===== src/logic/error_report_pkg.sv =====
// Package for the primary system-error reporting register bank
package error_report_pkg;

   // Register byte offsets; 0x6a is not word aligned, so these are indices
   localparam logic [7:0] DISABLE_IDX = 8'h64;
   localparam logic [7:0] STATUS_IDX  = 8'h6a;
   localparam logic [7:0] MASK_IDX    = 8'h6c;  // Interrupt mask index
   localparam int         IDX_LSB     = 2;      // Byte address = 4 * index

   // Writable cause bits 6..1; bits 7 and 0 are reserved
   localparam logic [7:0] CAUSE_MASK  = 8'h7e;
   localparam logic [7:0] REG_RESET   = 8'h00;

   // Cause bit positions
   localparam int BIT_DR_TIMEOUT  = 6;  // Delayed read time-out
   localparam int BIT_DW_TIMEOUT  = 5;  // Delayed write time-out
   localparam int BIT_PW_MABORT   = 4;  // Posted write master abort
   localparam int BIT_PW_TABORT   = 3;  // Posted write target abort
   localparam int BIT_PW_TIMEOUT  = 2;  // Posted write time-out
   localparam int BIT_PW_PARITY   = 1;  // Posted write parity error

   // Retry limit exponent: time-out on retry number 2**24
   localparam int RETRY_EXP       = 24;

   // Number of retry counters: delayed read, delayed write, posted write
   localparam int NUM_RETRY       = 3;

   // AHB transfer codes
   localparam logic [1:0] HTRANS_NONSEQ = 2'h2;
   localparam logic [2:0] HSIZE_WORD    = 3'h2;

   // Captured AHB address phase
   typedef struct packed {
      logic       valid;
      logic       write;
      logic [7:0] index;
   } addr_phase_type;

   // Per-transaction retry stream: start, retry attempt, completion
   typedef struct packed {
      logic start;
      logic retry;
      logic done;
   } retry_evt_type;

endpackage


===== src/logic/primary_error_report.sv =====
// Primary system-error reporting: disable, cause status, retry time-outs
//
// How it works
// Disable register resets to zero, all reported
// Disable bit 6 gates delayed-read time-out
// Disable bit 5 gates delayed-write time-out
// Disable bit 2 gates posted-write time-out
// Disable bit 4 gates posted-write master abort
// Disable bit 3 gates posted-write target abort
// Disable bit 1 gates posted-write parity error
// Bits 7 and 0 reserved, read zero
// Cause status register resets to zero
// Status bit 6: delayed-read time-out reported
// Status bit 5: delayed-write time-out reported
// Status bit 4: posted-write master abort reported
// Status bit 3: posted-write target abort reported
// Status bit 2: posted-write time-out reported
// Status bit 1: posted-write parity error reported
// Write one clears status bit, zero keeps
// Suppressed events leave status bit unchanged
// Retry counter restarts, times out at 2**24
//
// Chosen here: register access over AHB-Lite.
`timescale 1ns/1ps
`default_nettype none

module primary_error_report #(
   parameter int RETRY_LIMIT = 1 << error_report_pkg::RETRY_EXP
) (
   input  wire logic                             sys_clk_i,
   input  wire logic                             rst_b_i,
   // AHB-Lite slave
   input  wire logic                             hsel_i,
   input  wire logic [31:0]                      haddr_i,
   input  wire logic [1:0]                       htrans_i,
   input  wire logic                             hwrite_i,
   input  wire logic [2:0]                       hsize_i,
   input  wire logic [31:0]                      hwdata_i,
   input  wire logic                             hready_i,
   output logic      [31:0]                      hrdata_o,
   output logic                                  hreadyout_o,
   output logic                                  hresp_o,
   // Retry streams: 0 delayed read, 1 delayed write, 2 posted write
   input  wire error_report_pkg::retry_evt_type  retry_evt_i [3],
   // Direct abort and parity events on posted writes
   input  wire logic                             pw_master_abort_i,
   input  wire logic                             pw_target_abort_i,
   input  wire logic                             pw_parity_err_i,
   // Error outputs
   output logic                                  primary_system_error_o,
   output logic                                  irq_o
);

   localparam int CW = $clog2(RETRY_LIMIT + 1);

   // Reset synchroniser: async assert, two-flop release
   logic rst_meta_reg;
   logic rst_sync_reg;
   always_ff @(posedge sys_clk_i or negedge rst_b_i) begin
      if (!rst_b_i) begin
         rst_meta_reg <= 1'b0;
         rst_sync_reg <= 1'b0;
      end else begin
         rst_meta_reg <= 1'b1;
         rst_sync_reg <= rst_meta_reg;
      end
   end
   wire logic rst_n = rst_sync_reg;

   // Registers
   logic [7:0] disable_reg;  // Event disable
   logic [7:0] status_reg;   // Sticky cause status
   logic [7:0] mask_reg;     // Interrupt mask, one enables
   error_report_pkg::addr_phase_type aph_reg;

   // Address phase decode: only NONSEQ transfers count, whatever their size
   wire logic aph_take = hsel_i && hready_i
                         && (htrans_i == error_report_pkg::HTRANS_NONSEQ);
   always_ff @(posedge sys_clk_i or negedge rst_n) begin
      if (!rst_n) begin
         aph_reg <= '0;
      end else if (hready_i) begin
         aph_reg.valid <= aph_take;
         aph_reg.write <= hwrite_i;
         aph_reg.index <= haddr_i[error_report_pkg::IDX_LSB +: 8];
      end
   end

   // Data phase write strobes
   wire logic wr_go = aph_reg.valid && aph_reg.write;
   wire logic wr_dis = wr_go
                       && (aph_reg.index == error_report_pkg::DISABLE_IDX);
   wire logic wr_sts = wr_go
                       && (aph_reg.index == error_report_pkg::STATUS_IDX);
   wire logic wr_msk = wr_go
                       && (aph_reg.index == error_report_pkg::MASK_IDX);

   // Retry counters, one per transaction kind
   logic [error_report_pkg::NUM_RETRY-1:0] timeout_evt;
   genvar g;
   generate
      for (g = 0; g < error_report_pkg::NUM_RETRY; g++) begin : g_retry
         logic [CW-1:0] cnt_reg;
         logic          act_reg;
         // Counter restarts at start; retry number RETRY_LIMIT fires
         always_ff @(posedge sys_clk_i or negedge rst_n) begin
            if (!rst_n) begin
               cnt_reg <= '0;
               act_reg <= 1'b0;
            end else if (retry_evt_i[g].start) begin
               cnt_reg <= '0;
               act_reg <= 1'b1;
            end else if (retry_evt_i[g].done) begin
               act_reg <= 1'b0;
            end else if (act_reg && retry_evt_i[g].retry) begin
               cnt_reg <= cnt_reg + 1'b1;
               // Give up after the limit so the event fires once
               if (cnt_reg == CW'(RETRY_LIMIT - 1)) begin
                  act_reg <= 1'b0;
               end
            end
         end
         // Time-out on the retry that reaches the limit
         assign timeout_evt[g] = act_reg && retry_evt_i[g].retry
                                 && !retry_evt_i[g].start
                                 && !retry_evt_i[g].done
                                 && (cnt_reg == CW'(RETRY_LIMIT - 1));
      end
   endgenerate

   // Raw events mapped onto cause bit positions
   logic [7:0] raw_evt;
   always_comb begin
      raw_evt = '0;
      raw_evt[error_report_pkg::BIT_DR_TIMEOUT] = timeout_evt[0];
      raw_evt[error_report_pkg::BIT_DW_TIMEOUT] = timeout_evt[1];
      raw_evt[error_report_pkg::BIT_PW_TIMEOUT] = timeout_evt[2];
      raw_evt[error_report_pkg::BIT_PW_MABORT]  = pw_master_abort_i;
      raw_evt[error_report_pkg::BIT_PW_TABORT]  = pw_target_abort_i;
      raw_evt[error_report_pkg::BIT_PW_PARITY]  = pw_parity_err_i;
   end

   // Reported events: a one in the disable bit suppresses the cause
   wire logic [7:0] rep_evt = raw_evt & ~disable_reg
                              & error_report_pkg::CAUSE_MASK;
   // Same gating covers the abort and parity causes         //
   // Individual bits listed for the remaining causes         //

   // Disable register; reserved bits never stored
   always_ff @(posedge sys_clk_i or negedge rst_n) begin
      if (!rst_n) begin
         disable_reg <= error_report_pkg::REG_RESET;
      end else if (wr_dis) begin
         disable_reg <= hwdata_i[7:0] & error_report_pkg::CAUSE_MASK;
      end
   end

   // Interrupt mask register
   always_ff @(posedge sys_clk_i or negedge rst_n) begin
      if (!rst_n) begin
         mask_reg <= error_report_pkg::REG_RESET;
      end else if (wr_msk) begin
         mask_reg <= hwdata_i[7:0] & error_report_pkg::CAUSE_MASK;
      end
   end

   // Status: set wins over a same-cycle write-one clear
   logic [7:0] status_next;
   always_comb begin
      status_next = status_reg;
      if (wr_sts) begin
         status_next = status_next & ~hwdata_i[7:0];
      end
      // Only reported events set a bit
      status_next = (status_next | rep_evt)
                    & error_report_pkg::CAUSE_MASK;
   end
   always_ff @(posedge sys_clk_i or negedge rst_n) begin
      if (!rst_n) begin
         status_reg <= error_report_pkg::REG_RESET;
      end else begin
         status_reg <= status_next;
      end
   end

   // Error pulse and interrupt level, both registered
   always_ff @(posedge sys_clk_i or negedge rst_n) begin
      if (!rst_n) begin
         primary_system_error_o <= 1'b0;
         irq_o                  <= 1'b0;
      end else begin
         primary_system_error_o <= |rep_evt;
         irq_o                  <= |(status_next & mask_reg);
      end
   end

   // Read data, registered in the address phase; zero-wait slave
   always_ff @(posedge sys_clk_i or negedge rst_n) begin
      if (!rst_n) begin
         hrdata_o <= '0;
      end else if (aph_take && !hwrite_i) begin
         unique case (haddr_i[error_report_pkg::IDX_LSB +: 8])
            error_report_pkg::DISABLE_IDX: hrdata_o <= {24'h00_0000, disable_reg};
            error_report_pkg::STATUS_IDX:  hrdata_o <= {24'h00_0000, status_next};
            error_report_pkg::MASK_IDX:    hrdata_o <= {24'h00_0000, mask_reg};
            default:                       hrdata_o <= '0;  // Unmapped
         endcase
      end
   end

   // Always ready, always OKAY
   always_ff @(posedge sys_clk_i or negedge rst_n) begin
      if (!rst_n) begin
         hreadyout_o <= 1'b1;
         hresp_o     <= 1'b0;
      end else begin
         hreadyout_o <= 1'b1;
         hresp_o     <= 1'b0;
      end
   end

   // Assertions
   // These watch the gated events against the raw inputs, so a broken
   // disable mask or a lost set shows up even without a bus read
   property p_dis_reset;
      @(posedge sys_clk_i) $rose(rst_n) |-> disable_reg == 8'h00;
   endproperty
   a_dis_reset: assert property (p_dis_reset) else $error("disable not reset");

   property p_suppress;
      @(posedge sys_clk_i) disable iff (!rst_n)
         (raw_evt & ~disable_reg & error_report_pkg::CAUSE_MASK) == 8'h00
            |=> !primary_system_error_o;
   endproperty
   a_suppress: assert property (p_suppress) else $error("error not suppressed");

   property p_report;
      @(posedge sys_clk_i) disable iff (!rst_n)
         (raw_evt & ~disable_reg & error_report_pkg::CAUSE_MASK) != 8'h00
            |=> primary_system_error_o;
   endproperty
   a_report: assert property (p_report) else $error("error not signalled");

   property p_reserved;
      @(posedge sys_clk_i) disable iff (!rst_n)
         !disable_reg[7] && !disable_reg[0] && !status_reg[7] && !status_reg[0];
   endproperty
   a_reserved: assert property (p_reserved) else $error("reserved bit set");

   property p_sts_set;
      @(posedge sys_clk_i) disable iff (!rst_n)
         raw_evt[6] && !disable_reg[6] |=> status_reg[6];
   endproperty
   a_sts_set: assert property (p_sts_set) else $error("status 6 not set");

   property p_no_set;
      @(posedge sys_clk_i) disable iff (!rst_n)
         disable_reg[4] && !status_reg[4] && !wr_dis |=> !status_reg[4];
   endproperty
   a_no_set: assert property (p_no_set) else $error("suppressed set status");

   property p_clear;
      @(posedge sys_clk_i) disable iff (!rst_n)
         wr_sts && hwdata_i[3] && !rep_evt[3] |=> !status_reg[3];
   endproperty
   a_clear: assert property (p_clear) else $error("status not cleared");

   property p_sticky;
      @(posedge sys_clk_i) disable iff (!rst_n)
         status_reg[5] && !(wr_sts && hwdata_i[5]) |=> status_reg[5];
   endproperty
   a_sticky: assert property (p_sticky) else $error("status lost");

   property p_irq;
      @(posedge sys_clk_i) disable iff (!rst_n)
         ##1 irq_o == |($past(status_next) & $past(mask_reg));
   endproperty
   a_irq: assert property (p_irq) else $error("irq mismatch");

   // Per-cause set checks: a reported event lands in its status bit
   property p_set5;
      @(posedge sys_clk_i) disable iff (!rst_n)
         timeout_evt[1] && !disable_reg[error_report_pkg::BIT_DW_TIMEOUT]
            |=> status_reg[error_report_pkg::BIT_DW_TIMEOUT];
   endproperty
   a_set5: assert property (p_set5) else $error("no set 5");

   property p_set4;
      @(posedge sys_clk_i) disable iff (!rst_n)
         pw_master_abort_i && !disable_reg[error_report_pkg::BIT_PW_MABORT]
            |=> status_reg[error_report_pkg::BIT_PW_MABORT];
   endproperty
   a_set4: assert property (p_set4) else $error("no set 4");

   property p_set3;
      @(posedge sys_clk_i) disable iff (!rst_n)
         pw_target_abort_i && !disable_reg[error_report_pkg::BIT_PW_TABORT]
            |=> status_reg[error_report_pkg::BIT_PW_TABORT];
   endproperty
   a_set3: assert property (p_set3) else $error("no set 3");

   property p_set2;
      @(posedge sys_clk_i) disable iff (!rst_n)
         timeout_evt[2] && !disable_reg[error_report_pkg::BIT_PW_TIMEOUT]
            |=> status_reg[error_report_pkg::BIT_PW_TIMEOUT];
   endproperty
   a_set2: assert property (p_set2) else $error("no set 2");

   property p_set1;
      @(posedge sys_clk_i) disable iff (!rst_n)
         pw_parity_err_i && !disable_reg[error_report_pkg::BIT_PW_PARITY]
            |=> status_reg[error_report_pkg::BIT_PW_PARITY];
   endproperty
   a_set1: assert property (p_set1) else $error("no set 1");

   // Suppression and one-shot checks
   property p_no_set1;
      @(posedge sys_clk_i) disable iff (!rst_n)
         disable_reg[1] && !status_reg[1] && !wr_dis
            |=> !status_reg[1];
   endproperty
   a_no_set1: assert property (p_no_set1) else $error("set 1");

   property p_no_set3;
      @(posedge sys_clk_i) disable iff (!rst_n)
         disable_reg[3] && !status_reg[3] && !wr_dis
            |=> !status_reg[3];
   endproperty
   a_no_set3: assert property (p_no_set3) else $error("set 3");

   property p_once0;
      @(posedge sys_clk_i) disable iff (!rst_n)
         timeout_evt[0]
            |=> !timeout_evt[0];
   endproperty
   a_once0: assert property (p_once0) else $error("twice 0");

   property p_once2;
      @(posedge sys_clk_i) disable iff (!rst_n)
         timeout_evt[2]
            |=> !timeout_evt[2];
   endproperty
   a_once2: assert property (p_once2) else $error("twice 2");

   c_timeout: cover property (@(posedge sys_clk_i) timeout_evt[0]);
   c_parity:  cover property (@(posedge sys_clk_i) rep_evt[1]);
   c_clear:   cover property (@(posedge sys_clk_i) wr_sts && |status_reg);
   c_irq:     cover property (@(posedge sys_clk_i) irq_o);

endmodule // primary_error_report

`default_nettype wire


===== config.mk =====
export PLATFORM = sky130hd
export DESIGN_NAME = primary_error_report
export DESIGN_NICKNAME = d
export VERILOG_FILES = /design/src/logic/error_report_pkg.sv /design/src/logic/primary_error_report.sv
export SDC_FILE = /design/constraint.sdc
export NUM_CORES = 1
export LEC_CHECK = 0
export BUFFER_PORTS_ARGS = -buffer_cell sky130_fd_sc_hd__buf_2
export CORE_MARGIN = 10
export CORE_UTILIZATION = 41
export DETAILED_ROUTE_END_ITERATION = 7
export GPL_ROUTABILITY_DRIVEN = 0
export PLACE_DENSITY = 0.69
export RECOVER_POWER = 100
export SYNTH_ARGS = -nofsm -noshare
export SYNTH_HDL_FRONTEND = slang
export SYNTH_SLANG_ARGS = --single-unit

===== constraint.sdc =====
create_clock -name sys_clk_i -period 11 [get_ports sys_clk_i]
set_input_delay 3.3 -clock sys_clk_i [delete_from_list [all_inputs] [get_ports sys_clk_i]]
set_output_delay 3.3 -clock sys_clk_i [all_outputs]
set_load 0.02 [all_outputs]

==> impl_metrics.py, run 1 <==
metrics = {
    "detailed_routing": {
        "drt_first_pass_iters": 4,
        "avgRoutedWirePerCell_microns": 14.7,
        "drcViolationCount": 0,
        "dr.first_iter.drc_count": 347,
        "route.vias.total": 4140,
        "ant_nets": 0,
        "totalWireLength_microns": 11900,
        "vias_per_cell": 5.11,
    },
    "setup_path": {
        "ff2ff_path_depth": 1,
        "cp_max_fo": 83,
        "start_kind": "flip-flop",
        "worstSetupEndpointType": "asynchronous set/reset pin",
        "cpMaxStageDelayCell": "clkbuf_1",
        "crit_required_ns": 10.49,
        "arrival_ns": 4.78,
        "crit_chain": "clkbuf_1",
        "path_buf_inv": 1,
        "path_delay_family": "buffers and inverters",
        "critPathKind": "flip-flop to asynchronous set/reset pin",
        "crit_cells": 1,
        "cpPeakStageDelay_ns": 3.13,
    },
    "grt": {
        "gr-total-overflow": 0,
        "grt_max_degree": 84,
        "grt.total_usage": 0.128,
        "antenna_found_initial": 0,
        "grt_pass1_wl_microns": 20800,
        "grt_pass1_vias": 4407,
    },
    "placed_design": {
        "port_buffers": 40,
        "dp.cells": 778,
        "post-place-ws_ns": 5.59,
        "placed_area_sq_um": 6020,
        "dp_hpwl_microns": 8060,
    },
    "finish": {
        "final_cells": 810,
        "design_area_sq_um": 6540,
        "final_util": 0.473,
        "area_delta_synth_final_pct": 13.7,
        "diodes": 0,
        "final_nets": 706,
        "drive_gt1_frac": 0.135,
        "fillers": 1259,
        "largest_register_ffs": 75,
    },
    "pwr": {
        "ir_drop_mv": 0.112,
        "cellLeakagePower_nw": 2.78,
        "p_per_area_nw_per_um2": 157,
        "power_mw": 1.03,
    },
    "cts": {
        "insertion_delay_ns": 0.41,
        "numClockSinks": 116,
        "cts_tree": "yes",
        "root_buffer": "clkbuf_16",
        "clk_pin_slew_ns": 0.05,
        "clockBufferDepth": 2,
        "cts_made_buffers": 17,
        "cts_setup_buffers": 0,
        "hold_buffers": 0,
        "cts_max_level": 4,
        "cts_resized": 0,
    },
    "logic_synthesis": {
        "synthArstFlopShare": 1.00,
        "synth_edf_count": 0,
        "syn_avg_cell_area_sq_um": 10.1,
        "ys_seq_area_frac": 0.505,
        "synth_top_cell_by_area": "dfrtp_1",
        "synth_common_cells": "dfrtp_1 (116), nor2_1 (80), nand2_1 (56)",
        "ys_types": 53,
        "syn_area_sq_um": 5750,
        "ys_warn_count": 0,
        "synth.area.top_cells": "dfrtp_1 (50%), xor2_1 (6.5%), nor2_1 (5.2%)",
        "synthFlopType": "dfrtp_1",
        "yosysMostFrequentCell": "dfrtp_1",
        "synth-seq-cells": 116,
        "netlist.area_leader.share": 0.505,
        "syn_inst": 572,
    },
    "sta": {
        "finClkSkew_ns": 0.00832,
        "rsz0062_at_grt": "false",
        "worst_slack_ns": 5.70,
        "finalSetupTns_ns": 0,
        "worstMarginPinSlew_ns": 4.36,
        "setup_viol": 0,
        "holdWs_ns": 0.359,
        "timing.fmax_mhz": 189,
        "maxSlewHeadroom": -1.91,
        "layout_worst_path_cycle_share": 0.481,
        "finalHoldViolations": 0,
        "fin_crit_ns": 5.30,
        "final-max-slew-violation-count": 84,
    },
    "die": {
        "io_pins": 122,
        "die_y_microns": 138,
        "fp.coreArea_sq_um": 13800,
        "start_util": 0.416,
        "die_x_microns": 138,
        "die_area_sq_um": 19200,
        "num_rows": 43,
    },
    "status": {
        "violations": "max-capacitance violations, max-slew violations",
        "run_status": "finished, violations left",
    },
    "min_path": {
        "worstHoldPathType": "flip-flop to flip-flop",
        "hold_depth": 0,
    },
    "run": {
        "maxCapViolations": 1,
    },
}
==> report_power, final <==
group | switching, mW | internal (mW)
clock network | 0.189 | 0.348
registers | 0.00847 | 0.436
logic | 0.0332 | 0.0144
total | 0.231 | 0.798
==> routing by layer <==
layer / global-route usage / part of all wire / vias up
li1: - / - / 2003
met1: 0.154 / 0.45 / 2035
met2: 0.203 / 0.48 / 88
met3: 0.0558 / 0.067 / 14
met4: 0.0400 / 0.0098 / 0
met5: 0 / 0 / -
==> cell usage in the layout (no fill, tap or decap), types with 4 or more instances in the layout <==
cell type / netlist / final
inv_1: 12 / 12
xor2_1: 43 / 43
mux2i_1: 6 / 6
nand3_1: 28 / 28
o21ai_0: 16 / 16
clkbuf_1: 14 / 25
xnor2_1: 20 / 20
buf_2: 0 / 18
nor4_1: 6 / 7
o221ai_1: 4 / 5
conb_1: 2 / 29
nand3b_1: 4 / 4
nor3_1: 10 / 10
clkinv_2: 0 / 6
and4_1: 4 / 4
and3_1: 7 / 7
clkbuf_16: 0 / 17
nor2_1: 80 / 80
nor2b_1: 7 / 7
dfrtp_1: 116 / 116
nand2_1: 56 / 56
or3_1: 7 / 7
a21oi_1: 17 / 19
mux2_2: 21 / 21
nand4_1: 20 / 20
nand2b_1: 4 / 4
==> path summary, 6_finish.rpt <==
check                                from                endpoint  slack [ns]
max                                 rst_n  g_retry[2].cnt_reg[24]        5.70
min                          rst_meta_reg                   rst_n        0.36
max reg2reg                         rst_n  g_retry[2].cnt_reg[24]        5.70
max in group sys_clk_i     retry_evt_i[3]  g_retry[1].cnt_reg[19]        5.97
min in group asynchronous           rst_n   g_retry[0].cnt_reg[6]        0.53
min reg2reg                  rst_meta_reg                   rst_n        0.36
==> area by class of cell <==
| cell class | instances | area [sq um] | share of cell area |
|---|---|---|---|
| sequential | 116 | 2900 | 0.444 |
| multi-input combinational | 428 | 2600 | 0.398 |
| clock buffer | 22 | 474 | 0.0725 |
| tap | 180 | 225 | 0.0344 |
| timing repair buffer | 42 | 184 | 0.0281 |
| clock inverter | 10 | 105 | 0.0161 |
| inverter | 12 | 45.0 | 0.00689 |
==> logic make-up (layout without fill, tap and decap cells) <==
group	Yosys count	after routing	synth area share
simple gates	258	258	0.233
flops	116	116	0.505
other cells	2	29	0.00131
xor+xnor	63	63	0.0960
fa+ha+maj	3	3	0.00653
buf+inv	55	86	0.0555
compound gates	48	48	0.0518
mux	27	27	0.0516
Power figures use the tool's default switching activity.
==> inputs of run 2 (changes only) <==
- clock period: 11 -> 4.9 ns (I/O delays scaled with it)
==> run 2 against run 1 <==
  * The run still ends with max-capacitance violations, max-slew violations left
  * First-iteration DRC count decreased by 23%
  * Clock power increased by 120%
  * Sequential power increased by 120%
  * Clock skew decreased by 0.0026 ns
  * Sequential share of layout area unchanged
  * Largest power group unchanged
==> impl_metrics.py, run 2 (same netlist as run 1, synthesis figures left out) <==
metrics = {
    "status": {
        "run_status": "finished, violations left",
        "violations": "max-capacitance violations, max-slew violations",
    },
    "sta": {
        "timing.fmax_mhz": 308,
        "setup_viol": 0,
        "finalSetupTns_ns": 0,
        "rsz0062_at_grt": "false",
        "worstMarginPinSlew_ns": 3.27,
        "holdWs_ns": 0.350,
        "finalHoldViolations": 0,
        "maxSlewHeadroom": -1.18,
        "worst_slack_ns": 1.66,
        "layout_worst_path_cycle_share": 0.662,
        "finClkSkew_ns": 0.00576,
        "fin_crit_ns": 3.24,
        "final-max-slew-violation-count": 83,
    },
    "placed_design": {
        "dp_hpwl_microns": 8080,
        "port_buffers": 40,
        "post-place-ws_ns": 1.25,
    },
    "cts": {
        "cts_setup_buffers": 0,
        "clockBufferDepth": 2,
        "clk_pin_slew_ns": 0.05,
        "hold_buffers": 0,
        "cts_max_level": 4,
        "root_buffer": "clkbuf_16",
        "insertion_delay_ns": 0.41,
        "cts_made_buffers": 17,
        "numClockSinks": 116,
        "cts_tree": "yes",
        "cts_resized": 0,
    },
    "detailed_routing": {
        "drcViolationCount": 0,
        "totalWireLength_microns": 11800,
        "avgRoutedWirePerCell_microns": 14.6,
        "route.vias.total": 4149,
        "dr.first_iter.drc_count": 266,
        "ant_nets": 0,
        "vias_per_cell": 5.12,
        "drt_first_pass_iters": 4,
    },
    "die": {
        "start_util": 0.416,
        "die_area_sq_um": 19200,
        "die_y_microns": 138,
        "die_x_microns": 138,
        "num_rows": 43,
        "io_pins": 122,
        "fp.coreArea_sq_um": 13800,
    },
    "run": {
        "maxCapViolations": 1,
    },
    "pwr": {
        "p_per_area_nw_per_um2": 347,
        "power_mw": 2.27,
        "cellLeakagePower_nw": 2.79,
        "ir_drop_mv": 0.245,
    },
    "finish": {
        "area_delta_synth_final_pct": 13.7,
        "layout_commonest_cell": "dfrtp_1",
        "diodes": 0,
        "largest_register_ffs": 75,
        "drive_gt1_frac": 0.141,
        "final_nets": 707,
        "final_util": 0.473,
        "mostFrequentLayoutCells": "dfrtp_1 (116), nor2_1 (80), nand2_1 (56), xor2_1 (43), conb_1 (29)",
    },
    "setup_path": {
        "start_kind": "flip-flop",
        "crit_required_ns": 4.67,
        "cp_max_fo": 82,
        "worstSetupEndpointType": "asynchronous set/reset pin",
        "critPathKind": "flip-flop to asynchronous set/reset pin",
        "arrival_ns": 3.01,
        "r2r_setup_slack_ns": 1.66,
    },
    "grt": {
        "grt_pass1_vias": 4350,
        "antenna_found_initial": 1,
        "gr-total-overflow": 0,
        "grt_pass1_wl_microns": 20200,
        "grt.total_usage": 0.123,
        "grt_max_degree": 83,
    },
    "min_path": {
        "worstHoldPathType": "flip-flop to flip-flop",
    },
}
-- run 2: report_power, final --
group | total [mW] | leakage, nW | switching [mW] | internal, mW
sequential | 1.00 | 1.55 | 0.0256 | 0.979
combinational | 0.100 | 0.964 | 0.0663 | 0.0339
clock | 1.16 | 0.277 | 0.402 | 0.759
-- run 2: layout make-up --
type / count / area, sq um
sequential: 116 / 2900
inverter: 12 / 45.0
tap: 180 / 225
multi-input combinational: 428 / 2610
timing repair buffer: 43 / 200
fill: 1280 / 7290
clock buffer: 27 / 513
clock inverter: 4 / 45.0
-- run 2: per-stage QoR --
stage / cell area, sq um / std cells
5_1_grt: 6540 / 810
4_1_cts: 6590 / 810
3_5_place_dp: 6030 / 779
2_1_floorplan: 5850 / 599
6_report: 6540 / 810
3_3_place_gp: 6030 / 779
-- run 2: final timing paths --
check                           cells past startpoint      startpoint                endpoint
worst max-delay path                                0           rst_n             mask_reg[1]
worst min-delay path                                0    rst_meta_reg                   rst_n
worst max register to register                      0           rst_n             mask_reg[1]
worst min register to register                      0    rst_meta_reg                   rst_n
max in group sys_clk_i                              7  retry_evt_i[3]  g_retry[1].cnt_reg[23]
min in group asynchronous                           1         rst_b_i                   rst_n
-- run 2: routing by layer --
layer | up-vias | part of all wire | track usage | wire, microns
li1 | 2000 | - | - | -
met1 | 2040 | 0.45 | 0.145 | 5360
met2 | 94 | 0.47 | 0.199 | 5570
met3 | 13 | 0.063 | 0.0510 | 749
met4 | 2 | 0.011 | 0.0422 | 127
met5 | - | 0.00093 | 0 | 11
==> inputs of run 3 (changes only) <==
- clock period: 4.9 -> 3.1 ns (I/O delays scaled with it)
==> run 3 against run 2 <==
  * Critical path type is now flip-flop to flip-flop
  * The flow now finishes without violations
  * Via count grew 0.48%
  * Global-route usage increased by 0.060 points
  * Sequential share of layout area decreased by 0.77 points
  * Highest routed layer is now met4
==> impl_metrics.py, run 3 (same netlist as run 1, synthesis figures left out) <==
metrics = {
    "die": {
        "num_rows": 43,
        "die_x_microns": 138,
        "start_util": 0.416,
        "io_pins": 122,
        "fp.coreArea_sq_um": 13800,
        "die_y_microns": 138,
        "die_area_sq_um": 19200,
    },
    "pwr": {
        "netSwitchingFraction": 0.207,
        "seq_power_share": 0.410,
        "p_sw_mw": 0.798,
        "combPwrFrac": 0.044,
        "p_int_mw": 3.06,
        "cellLeakagePower_nw": 2.84,
        "p_per_area_nw_per_um2": 580,
        "ir_drop_mv": 0.624,
        "p_clk_frac": 0.547,
    },
    "setup_path": {
        "cp_max_fo": 5,
        "cp-endpoint": "hrdata_o[2]",
        "cpPeakStageDelay_ns": 0.63,
        "crit_required_ns": 3.42,
        "start_kind": "flip-flop",
        "arrival_ns": 2.78,
        "critPathLaunch": "g_retry[2].cnt_reg[2]",
        "worstSetupEndpointType": "flip-flop",
        "path_buf_inv": 0,
        "reg2reg_from": "g_retry[2].cnt_reg[2]",
        "ff2ff_path_depth": 6,
        "crit_chain": "nand2_1, or4_1, or4_1, nor4_4, a21oi_1, o221ai_2",
        "crit_cells": 6,
        "path_delay_family": "simple AND/OR/NAND/NOR gates",
        "crit_top_cell": "or4_1",
        "reg2reg_to": "hrdata_o[2]",
        "cpMaxStageDelayCell": "or4_1",
        "critPathKind": "flip-flop to flip-flop",
        "r2r_setup_slack_ns": 0.63,
    },
    "finish": {
        "mostFrequentLayoutCells": "dfrtp_1 (115), nor2_1 (80), nand2_1 (57), xor2_1 (43)",
        "regArea_sq_um": 2910,
        "layout_commonest_cell": "dfrtp_1",
        "largest_register_ffs": 75,
        "area_delta_synth_final_pct": 15.8,
        "final_nets": 716,
        "drive_gt1_frac": 0.148,
        "fillers": 1258,
        "final_util": 0.482,
        "multi_input_area_sq_um": 2600,
    },
    "sta": {
        "finalSetupTns_ns": 0,
        "maxSlewHeadroom": 0.248,
        "worstMarginPinSlew_ns": 1.13,
        "layout_worst_path_cycle_share": 0.795,
        "final-max-slew-violation-count": 0,
        "finalHoldViolations": 0,
        "rsz0062_at_grt": "false",
        "finClkSkew_ns": 0.0106,
        "setup_viol": 0,
        "timing.fmax_mhz": 406,
        "fin_crit_ns": 2.47,
    },
    "detailed_routing": {
        "avgRoutedWirePerCell_microns": 14.3,
        "drt_first_pass_iters": 5,
        "route.vias.total": 4169,
        "vias_per_cell": 5.08,
        "drcViolationCount": 0,
        "totalWireLength_microns": 11800,
        "ant_nets": 0,
        "dr.first_iter.drc_count": 237,
    },
    "run": {
        "maxCapViolations": 0,
    },
    "grt": {
        "met2_usage": 0.193,
        "met1_usage": 0.152,
        "antenna_found_initial": 0,
        "grt_max_degree": 57,
        "grt_pass1_wl_microns": 20100,
        "grt.total_usage": 0.124,
        "grt_pass1_vias": 4224,
        "grtUsageMet3": 0.0534,
        "gr-total-overflow": 0,
        "busiest_layer": "met2",
    },
    "cts": {
        "numClockSinks": 116,
        "clockBufferDepth": 2,
        "insertion_delay_ns": 0.41,
        "cts_made_buffers": 17,
        "cts_max_level": 4,
        "cts_setup_buffers": 0,
        "root_buffer": "clkbuf_16",
        "cts_tree": "yes",
        "cts_resized": 0,
        "hold_buffers": 0,
        "clk_pin_slew_ns": 0.05,
    },
    "placed_design": {
        "dp_hpwl_microns": 8190,
        "port_buffers": 40,
    },
    "status": {
        "run_status": "finished clean",
    },
    "min_path": {
        "worstHoldPathType": "primary input to asynchronous set/reset pin",
    },
}
run 3: changes by cell type in the layout (fill, tap and decap cells not counted), sizes merged:
| cell | change |
|---|---|
| buf | +2 |
| bufinv | +4 |
| clkbuf | +2 |
| clkinv | +1 |
| clkinvlp | +1 |
| diode | +1 |
run 3: metal layers:
layer	wire length (microns)	vias up
met3	738	15
met1	5380	2047
met2	5510	88
li1	-	2019
met4	150	0
met5	0	-
run 3: worst min path at each step:
stage                             from  endpoint  slack, ns  depth (start not counted)
after floorplan           rst_meta_reg     rst_n       0.33                          0
after global placement    rst_meta_reg     rst_n       0.34                          0
after detailed placement  rst_meta_reg     rst_n       0.34                          0
after CTS                      rst_b_i     rst_n       0.29                          1
after global routing           rst_b_i     rst_n       0.29                          1
final                          rst_b_i     rst_n       0.30                          1
run 3: worst register-to-register path: cells and delay by family (launching register included):
| family | cells | cell delay, ns |
|---|---|---|
| flip-flops | 1 | 0.42 |
| AND/OR/NAND/NOR | 4 | 1.66 |
| AO/OA/AOI/OAI | 2 | 0.29 |
run 3: through the flow:
step           hold slack, ns  instances  total power, mW  worst slack [ns]  area [sq um]
2_1_floorplan           0.331        599             1.75             0.652          5850
3_3_place_gp            0.337        788             1.77             0.472          6100
3_5_place_dp            0.344        788             1.78             0.463          6100
4_1_cts                 0.287        820             3.91             0.771          6740
5_1_grt                 0.288        820             4.01             0.442          6660
6_report                0.299        821             3.86             0.634          6660
run 3: power groups by stage:
stage	logic, mW	registers [mW]	clock network (mW)
after floorplan	0.135	1.61	0
after global placement	0.166	1.61	0
after detailed placement	0.171	1.61	0
after CTS	0.172	1.58	2.15
after global routing	0.188	1.59	2.23
final	0.169	1.58	2.11
run 3: layout make-up:
cell class / instances / share of cell area
Clock inverter: 10 / 0.0267
Antenna cell: 1 / 0.000376
Multi-Input combinational cell: 428 / 0.390
Clock buffer: 22 / 0.0697
Tap cell: 180 / 0.0338
Inverter: 12 / 0.00676
Sequential cell: 116 / 0.436
Timing Repair Buffer: 52 / 0.0361
